## config.mk

```make
export PLATFORM = sky130hd
export DESIGN_NAME = thermal_low_status
export DESIGN_NICKNAME = d
export VERILOG_FILES = /design/src/verilog/thermal_low_pkg.sv /design/src/verilog/fault_timer.sv /design/src/verilog/thermal_low_status.sv
export VERILOG_INCLUDE_DIRS = /design/src /design/src/verilog
export SDC_FILE = /design/constraint.sdc
export NUM_CORES = 1
export LEC_CHECK = 0
export BUFFER_PORTS_ARGS = -buffer_cell sky130_fd_sc_hd__buf_2
export CAP_MARGIN = 0
export CELL_PAD_IN_SITES_DETAIL_PLACEMENT = 1
export CELL_PAD_IN_SITES_GLOBAL_PLACEMENT = 1
export CORE_MARGIN = 2
export CORE_UTILIZATION = 30
export CTS_CLUSTER_DIAMETER = 30
export DETAILED_ROUTE_END_ITERATION = 10
export PLACE_DENSITY = 0.65
export REMOVE_ABC_BUFFERS = 1
export SLEW_MARGIN = 20
export SYNTH_ARGS = -nofsm -noshare
export SYNTH_HDL_FRONTEND = slang
export SYNTH_SLANG_ARGS = --single-unit
```

## constraint.sdc

```tcl
create_clock -name clock_i -period 2.4 [get_ports clock_i]
set_clock_uncertainty 0.15 [all_clocks]
set_input_delay 0.6 -clock clock_i [delete_from_list [all_inputs] [get_ports clock_i]]
set_output_delay 0.6 -clock clock_i [all_outputs]
set_load 0.02 [all_outputs]
```

## src/verilog/thermal_low_regs.svh

```systemverilog
// register offsets, reset values, field positions and timing counts
`ifndef THERMAL_LOW_REGS_SVH
`define THERMAL_LOW_REGS_SVH
`define IDEAL_SEL_ADDR 8'h14
`define IDEAL_EN_ADDR 8'h15
`define LOW_FLAGS_ADDR 8'h33
`define FAULT_FLAGS_ADDR 8'h36
`define IDEAL_SEL_RESET 8'h18
`define IDEAL_SEL_LAST 8'h3f
`define IDEAL_EN_RESET 8'h00
`define FLAGS_RESET 8'h00
`define IDEAL_EN_MASK 8'h0e
`define FLAGS_MASK 8'h0f
`define FAULT_MASK 8'h0e
`define DETECT_TIME_US 3000
`define CLOCK_MHZ 100
`define DETECT_CYCLES (`DETECT_TIME_US * `CLOCK_MHZ)
`endif

```

## src/verilog/thermal_low_pkg.sv

```systemverilog
// types shared by the monitor files
`default_nettype none
package thermal_low_pkg;
  typedef enum logic [2:0] {
    ST_IDLE = 3'b001,
    ST_DETECT = 3'b010,
    ST_CONVERT = 3'b100
  } seq_state_e;
  // request to the analog front end
  typedef struct packed {
    logic start;
    logic [1:0] channel;
    logic custom_ideality;
    logic [7:0] ideality_code;
  } conv_req_s;
  // register access from the serial engine
  typedef struct packed {
    logic wr;
    logic rd;
    logic [7:0] addr;
    logic [7:0] wdata;
  } reg_req_s;
endpackage
`default_nettype wire

```

## src/verilog/fault_timer.sv

```systemverilog
// down counter that times the diode fault detection window
`timescale 1ns/1ns
`default_nettype none
module fault_timer #(
  parameter int CYCLES = 300000
) (
  input wire logic clock_i,
  input wire logic rst_n_i,
  input wire logic start_i,
  output logic done_o
);
  logic [31:0] count_q;
  logic [31:0] count_d;
  logic run_q;
  logic run_d;
  logic done_q;
  logic done_d;

  // load on start, pulse done at zero
  always_comb
  begin
    count_d = count_q;
    run_d = run_q;
    done_d = 1'b0;
    if (start_i)
    begin
      count_d = 32'(CYCLES - 1);
      run_d = 1'b1;
    end
    else if (run_q)
    begin
      if (count_q == 32'h0)
      begin
        run_d = 1'b0;
        done_d = 1'b1;
      end
      else
        count_d = count_q - 32'h1;
    end
  end

  always_ff @(posedge clock_i)
  begin
    if (!rst_n_i)
    begin
      count_q <= 32'h0;
      run_q <= 1'b0;
      done_q <= 1'b0;
    end
    else
    begin
      count_q <= count_d;
      run_q <= run_d;
      done_q <= done_d;
    end
  end

  assign done_o = done_q;
endmodule
`default_nettype wire

```

## src/verilog/thermal_low_status.sv

```systemverilog
// under-temperature flags, diode fault handling and ideality selection
// Function
// - After each conversion a channel's low flag (bit 0 local, 1-3 remote) sets when below its low limit.
// - The low flag register resets to zero and bits 7 to 4 read zero.
// - A remote channel is flagged faulty when the front end reports open or shorted inputs.
// - A faulty channel drives no alarm and sets no over or under temperature flag.
// - A fault sets the channel's fault status bit and stores a zero result.
// - About the first 3 ms of each channel slot is spent on fault detection.
// - On a fault the channel's conversion is dropped and the next channel starts at once.
// - Each remote channel uses factor 1.008 or the shared custom code per its enable bit.
// - Ideality changes apply to later conversions and stored results hold until a new one ends.
// - The custom selection register maps codes from 0x00 upward and resets to 0x18.
// - Status bits clear on a successful read; low bits set again after a conversion and fault bits after a detect window fault, if still true.
// - Ideality enable bits 1 to 3 pick custom per remote channel, other bits reserved.
`timescale 1ns/1ns
`default_nettype none
`include "thermal_low_regs.svh"
module thermal_low_status #(
  parameter int DETECT_CYCLES = `DETECT_CYCLES,
  parameter int CHANNELS = 4
) (
  input wire logic clock_i,
  input wire logic rst_n_i,
  input wire thermal_low_pkg::reg_req_s reg_req_i,
  output logic [7:0] reg_rdata_o,
  input wire logic run_i,
  input wire logic fault_i,
  input wire logic conv_done_i,
  input wire logic [15:0] conv_temp_i,
  input wire logic [15:0] low_limit_i,
  input wire logic [15:0] high_limit_i,
  output thermal_low_pkg::conv_req_s conv_req_o,
  output logic [CHANNELS-1:0] high_event_o,
  output logic thermal_alarm_output_o,
  output logic [1:0] result_channel_o,
  output logic [15:0] result_temp_o,
  output logic result_valid_o
);
  // ------------------------------------------------------------
  // registers
  // ------------------------------------------------------------
  logic [7:0] ideal_sel_q, ideal_sel_d;
  logic [7:0] ideal_en_q, ideal_en_d;
  logic [7:0] low_flags_q, low_flags_d;
  logic [7:0] fault_flags_q, fault_flags_d;
  logic [7:0] rdata_q, rdata_d;
  logic [7:0] set_low, set_fault;

  // ------------------------------------------------------------
  // sequencer
  // ------------------------------------------------------------
  thermal_low_pkg::seq_state_e state_q, state_d;
  logic [1:0] chan_q, chan_d;
  thermal_low_pkg::conv_req_s req_q, req_d;
  logic [CHANNELS-1:0] high_q, high_d;
  logic alarm_q, alarm_d;
  logic [1:0] res_ch_q, res_ch_d;
  logic [15:0] res_temp_q, res_temp_d;
  logic res_v_q, res_v_d;
  logic timer_start, timer_done;
  logic is_remote;

  fault_timer #(
    .CYCLES(DETECT_CYCLES)
  ) u_timer (
    .clock_i(clock_i),
    .rst_n_i(rst_n_i),
    .start_i(timer_start),
    .done_o(timer_done)
  );

  assign is_remote = (chan_q != 2'h0);

  // channel slot sequencing and result capture
  always_comb
  begin
    state_d = state_q;
    chan_d = chan_q;
    req_d = req_q;
    req_d.start = 1'b0;
    high_d = '0;
    alarm_d = alarm_q;
    res_ch_d = res_ch_q;
    res_temp_d = res_temp_q;
    res_v_d = 1'b0;
    set_low = 8'h00;
    set_fault = 8'h00;
    timer_start = 1'b0;
    unique case (state_q)
      thermal_low_pkg::ST_IDLE:
      begin
        if (run_i)
        begin
          state_d = thermal_low_pkg::ST_DETECT;
          timer_start = 1'b1;
        end
      end
      thermal_low_pkg::ST_DETECT:
      begin
        if (is_remote && fault_i)
        begin
          set_fault[chan_q] = 1'b1;
          res_temp_d = 16'h0000;
          res_ch_d = chan_q;
          res_v_d = 1'b1;
          alarm_d = 1'b0;
          chan_d = chan_q + 2'h1;
          state_d = run_i ? thermal_low_pkg::ST_DETECT : thermal_low_pkg::ST_IDLE;
          timer_start = run_i;
        end
        else if (timer_done)
        begin
          // ideality sampled only at conversion start
          req_d.start = 1'b1;
          req_d.channel = chan_q;
          req_d.custom_ideality = is_remote && ideal_en_q[chan_q];
          req_d.ideality_code = ideal_sel_q;
          state_d = thermal_low_pkg::ST_CONVERT;
        end
      end
      thermal_low_pkg::ST_CONVERT:
      begin
        if (conv_done_i)
        begin
          res_temp_d = conv_temp_i;
          res_ch_d = chan_q;
          res_v_d = 1'b1;
          // signed compare of two's complement data
          if ($signed(conv_temp_i) < $signed(low_limit_i))
            set_low[chan_q] = 1'b1;
          high_d[chan_q] = $signed(conv_temp_i) > $signed(high_limit_i);
          alarm_d = $signed(conv_temp_i) > $signed(high_limit_i);
          chan_d = chan_q + 2'h1;
          state_d = run_i ? thermal_low_pkg::ST_DETECT : thermal_low_pkg::ST_IDLE;
          timer_start = run_i;
        end
      end
    endcase
  end

  always_ff @(posedge clock_i)
  begin
    if (!rst_n_i)
    begin
      state_q <= thermal_low_pkg::ST_IDLE;
      chan_q <= 2'h0;
      req_q <= '0;
      high_q <= '0;
      alarm_q <= 1'b0;
      res_ch_q <= 2'h0;
      res_temp_q <= 16'h0000;
      res_v_q <= 1'b0;
    end
    else
    begin
      state_q <= state_d;
      chan_q <= chan_d;
      req_q <= req_d;
      high_q <= high_d;
      alarm_q <= alarm_d;
      res_ch_q <= res_ch_d;
      res_temp_q <= res_temp_d;
      res_v_q <= res_v_d;
    end
  end

  // ------------------------------------------------------------
  // register file
  // ------------------------------------------------------------
  // writes, read data and clear-on-read with set winning
  always_comb
  begin
    ideal_sel_d = ideal_sel_q;
    ideal_en_d = ideal_en_q;
    low_flags_d = low_flags_q;
    fault_flags_d = fault_flags_q;
    rdata_d = rdata_q;
    if (reg_req_i.wr)
    begin
      if (reg_req_i.addr == `IDEAL_SEL_ADDR)
        ideal_sel_d = reg_req_i.wdata;
      if (reg_req_i.addr == `IDEAL_EN_ADDR)
        ideal_en_d = reg_req_i.wdata & `IDEAL_EN_MASK;
    end
    if (reg_req_i.rd)
    begin
      unique case (reg_req_i.addr)
        `IDEAL_SEL_ADDR: rdata_d = ideal_sel_q;
        `IDEAL_EN_ADDR: rdata_d = ideal_en_q;
        `LOW_FLAGS_ADDR:
        begin
          rdata_d = low_flags_q;
          low_flags_d = 8'h00;
        end
        `FAULT_FLAGS_ADDR:
        begin
          rdata_d = fault_flags_q;
          fault_flags_d = 8'h00;
        end
        default: rdata_d = 8'h00;
      endcase
    end
    low_flags_d = (low_flags_d | set_low) & `FLAGS_MASK;
    fault_flags_d = (fault_flags_d | set_fault) & `FAULT_MASK;
  end

  always_ff @(posedge clock_i)
  begin
    if (!rst_n_i)
    begin
      ideal_sel_q <= `IDEAL_SEL_RESET;
      ideal_en_q <= `IDEAL_EN_RESET;
      low_flags_q <= `FLAGS_RESET;
      fault_flags_q <= `FLAGS_RESET;
      rdata_q <= 8'h00;
    end
    else
    begin
      ideal_sel_q <= ideal_sel_d;
      ideal_en_q <= ideal_en_d;
      low_flags_q <= low_flags_d;
      fault_flags_q <= fault_flags_d;
      rdata_q <= rdata_d;
    end
  end

  assign reg_rdata_o = rdata_q;
  assign conv_req_o = req_q;
  assign high_event_o = high_q;
  assign thermal_alarm_output_o = alarm_q;
  assign result_channel_o = res_ch_q;
  assign result_temp_o = res_temp_q;
  assign result_valid_o = res_v_q;
endmodule
`default_nettype wire

```

==> summary.md <==
| Metric | Value |
|---|---|
| Clock root buffer | clkbuf_16 |
| DRC viols | 0 |
| Setup Viol. Count Final | 0 |
| Synth top area share | 38.30% |
| Min cycle time layout | 2.354 ns |
| Clk buf depth | 2 |
| Final net count | 877 |
| HP Class | register to register |
| Asr flop ratio synth | 0% |
| Commonest cells after routing, fill and taps aside | buf_2, dfxtp_1, a21oi_1, nand2_1, buf_4 |
| Initial antenna violation count | 0 |
| Yosys warning count | 0 |
| EDFF count, synth | 0 |
| Reg-to-reg critical path endpoint | u_timer.count_q[22] |
| Power per cell area | 564.3 mW/mm^2 |
| Worst Path Arrival | 2.43 ns |
| Fillers | 2067 |
| Clock Power Share | 40.9% |
| Synth Flop Type | dfxtp_1 |
| Grt total ovfl | 0 |
| Row count | 48 |
| RSZ-0062 raised after global routing | yes |
| Worst path cell trace | buf_2, ha_1, nand4_1, nor4_4, a21bo_2, and4_1, nor4b_1 |
| Initial DRC Count | 258 |
| Crit path to | high_event_o[3] |
| Sequential fraction of the synthesis area | 38.30% |
| Vias in the first global route | 5476 |
| Most common cell after layout, fill and taps aside | buf_2 |
| H-tree levels | 3 |
| Worst slew pin tran | 0.7435 ns |
| GP Congestion | 0.8379 |
| Top cells by area, synth | dfxtp_1, ha_1, a21oi_1 |
| Worst-path clk slew | 0.07 ns |
| Rel. slew slack | 50.43% |
| Largest net degree at the start of global routing | 29 |
| I/O pin total | 115 |
| Routed Antenna Nets | 0 |
| Worst endpoint required time | 2.48 ns |
| Die area | 0.01867 sq mm |
| Net Sw Frac | 27.49% |
| Cts hold-fix bufs | 0 |
| Die width | 136.7 um |
| MaxCap Viol Count | 0 |
| Reg2reg start | u_timer.count_q[16] |
| Share of layout cells above drive strength 1 | 26.87% |
| TritonCTS clock tree | done |
| Final std cells w/o fill | 1000 |
| Starting density of the core | 30.63% |
| Yosys top cell by area | dfxtp_1 |
| Fin crit share | 98.08% |
| Synthesized flop and latch total | 101 |
| P_leak | 0.002909 uW |
| Via/cell ratio | 5.165 |
| Outcome | complete, no violations |
| First-pass GRT wire length | 26650 um |
| Max Clk Rate | 424.8 MHz |
| Reg2reg path depth | 6 |
| Comb pwr share | 13.9% |
| Clk_lat worst skew | 0.36 ns |
| Sw power | 1053 uW |
| Slowest CP cell | nor4b_1 |
| Fin util | 39.37% |
| IO buf count | 114 |
| Area of the mapped netlist | 0.005279 sq mm |
| DRT Wirelength | 16860 um |
| HPWL after DPL | 12870 um |
| Sequential power share | 45.2% |
| Worst hold path depth | 2 |
| Startpoint class of the critical path | primary input |
| Setup slack, reg-to-reg | 0.06 ns |
| Peak supply drop | 0.4137 mV |
| Total number of vias | 5165 |
| Crit path from | conv_temp_i[9] |
| Area Growth Syn to Fin | 28.56% |
| Total GRT Usage | 18.13% |
| Wirelength per Cell | 16.86 um |
| Pre-antenna DRT Iters | 4 |
| Gate Count Post-Synth | 621 |
| Placed cells | 981 |
| Crit path kind | primary input to register |
| Pint | 2777 uW |
| Endpoint class of the critical path | register |
| Distinct cells, synth | 59 |
| Slowest cell delay on critical path | 0.36 ns |
| Final Max Tran Viols | 0 |
| CTS buffer count | 9 |
| Worst-path fanout max | 5 |
| Synthesized area per cell | 8.501 sq um |
| Final hold vios | 0 |
| Core area | 0.01724 sq mm |
| Clock tree sinks | 101 |
| Die Y-Extent | 136.7 um |
power by group through the flow:
stage	clock, uW	combinational (uW)	sequential [uW]
2_1_floorplan	0	263	1760
3_3_place_gp	0	490	1770
3_5_place_dp	0	511	1770
4_1_cts	1610	519	1730
5_1_grt	1680	589	1730
6_report	1570	532	1730
metrics by stage:
step	setup WS (ns)	TNS [ns]	power [uW]	hold slack, ns	cell area [sq um]
detailed placement	-0.3790	-1.479	2279	0.3002	6409
finish	0.04612	0	3829	0.3037	6787
global placement	-0.1183	-0.5415	2256	0.2868	6409
floorplan	-0.3092	-3.695	2027	0.2928	5157
global route	-0.03854	-0.06950	4002	0.3367	6784
CTS	0.02183	0	3857	0.3096	6735
cell usage after synthesis (6+ instances only):
cell and instances:
nor4_1 6, nor2_1 31, o21ai_0 14, dfxtp_1 101
or3_1 23, nand3b_1 6, nand2_1 54, nand3_1 43
nor3_1 11, mux2i_1 15, nor4b_1 6, inv_1 39
nand2b_1 13, a31oi_1 7, or4_1 9, o211ai_1 11
o31ai_1 10, a21oi_1 70, a22oi_1 7, clkbuf_1 27
ha_1 37, a21o_1 6, nand4_1 6, o21a_1 6
cell families (layout without fill, tap and decap cells):
| family | count (synthesis) | count (layout) | share of synthesized area (%) |
|---|---|---|---|
| multiplexers | 15 | 15 | 2.844 |
| AND/OR/NAND/NOR | 239 | 239 | 25.17 |
| buffers and inverters | 69 | 222 | 5.072 |
| flip-flops | 101 | 101 | 38.30 |
| XOR/XNOR | 4 | 4 | 0.6638 |
| other | 0 | 1 | 0 |
| adder cells (fa/ha/maj) | 37 | 37 | 8.770 |
| AO/OA/AOI/OAI | 156 | 156 | 19.18 |
what timing repair did:
action | 4_1_cts | 5_1_grt
setup buffers | 0 | 2
pin swaps | 1 | 7
setup endpoints to repair | 10 | 11
gates resized for setup | 2 | 8
critical path, delay by kind of cell:
kind            cells  cell delay (ns)
compound gates      1             0.27
simple gates        4             1.11
buf+inv             1             0.13
fa+ha+maj           1             0.32
sequential cells by signal, summed over array words and instances (netlist names):
register / cells
low_flags_q: 4
high_event_o: 4
ideal_en_q: 3
thermal_alarm_output_o: 1
reg_rdata_o: 8
result_channel_o: 2
result_valid_o: 1
result_temp_o: 16
u_timer.done_o: 1
fault_flags_q: 3
u_timer.run_q: 1
ideal_sel_q: 8
u_timer.count_q: 32
chan_q: 2
conv_req_o: 12
state_q: 3
worst min path at each step:
| stage | start | endpoint | slack [ns] |
|---|---|---|---|
| 2_1_floorplan | fault_flags_q[3] | fault_flags_q[3] | 0.29 |
| 3_3_place_gp | result_temp_o[7] | result_temp_o[7] | 0.29 |
| 4_1_cts | result_temp_o[14] | result_temp_o[14] | 0.31 |
| 3_5_place_dp | result_temp_o[14] | result_temp_o[14] | 0.30 |
| 6_report | result_temp_o[8] | result_temp_o[8] | 0.30 |
| 5_1_grt | result_temp_o[14] | result_temp_o[14] | 0.34 |
per-layer routing:
layer	up-vias	wire, um	GRT usage, %
met4	0	300	6.771
met1	2509	7306	20.89
met5	-	0	0
met3	25	487	3.333
li1	2557	-	-
met2	74	8764	33.14
cell type report:
type	count	area, sq um	share of cell area (%)
clock buffers	9	225.2	3.319
well taps	225	281.5	4.148
flip-flops and latches	101	2023	29.81
diodes	1	2.502	0.03687
repair buffers	167	988.4	14.56
multi-input cells	451	3028	44.62
clock inverters	7	91.34	1.346
inverters	39	146.4	2.157
Power figures use the tool's default switching activity.
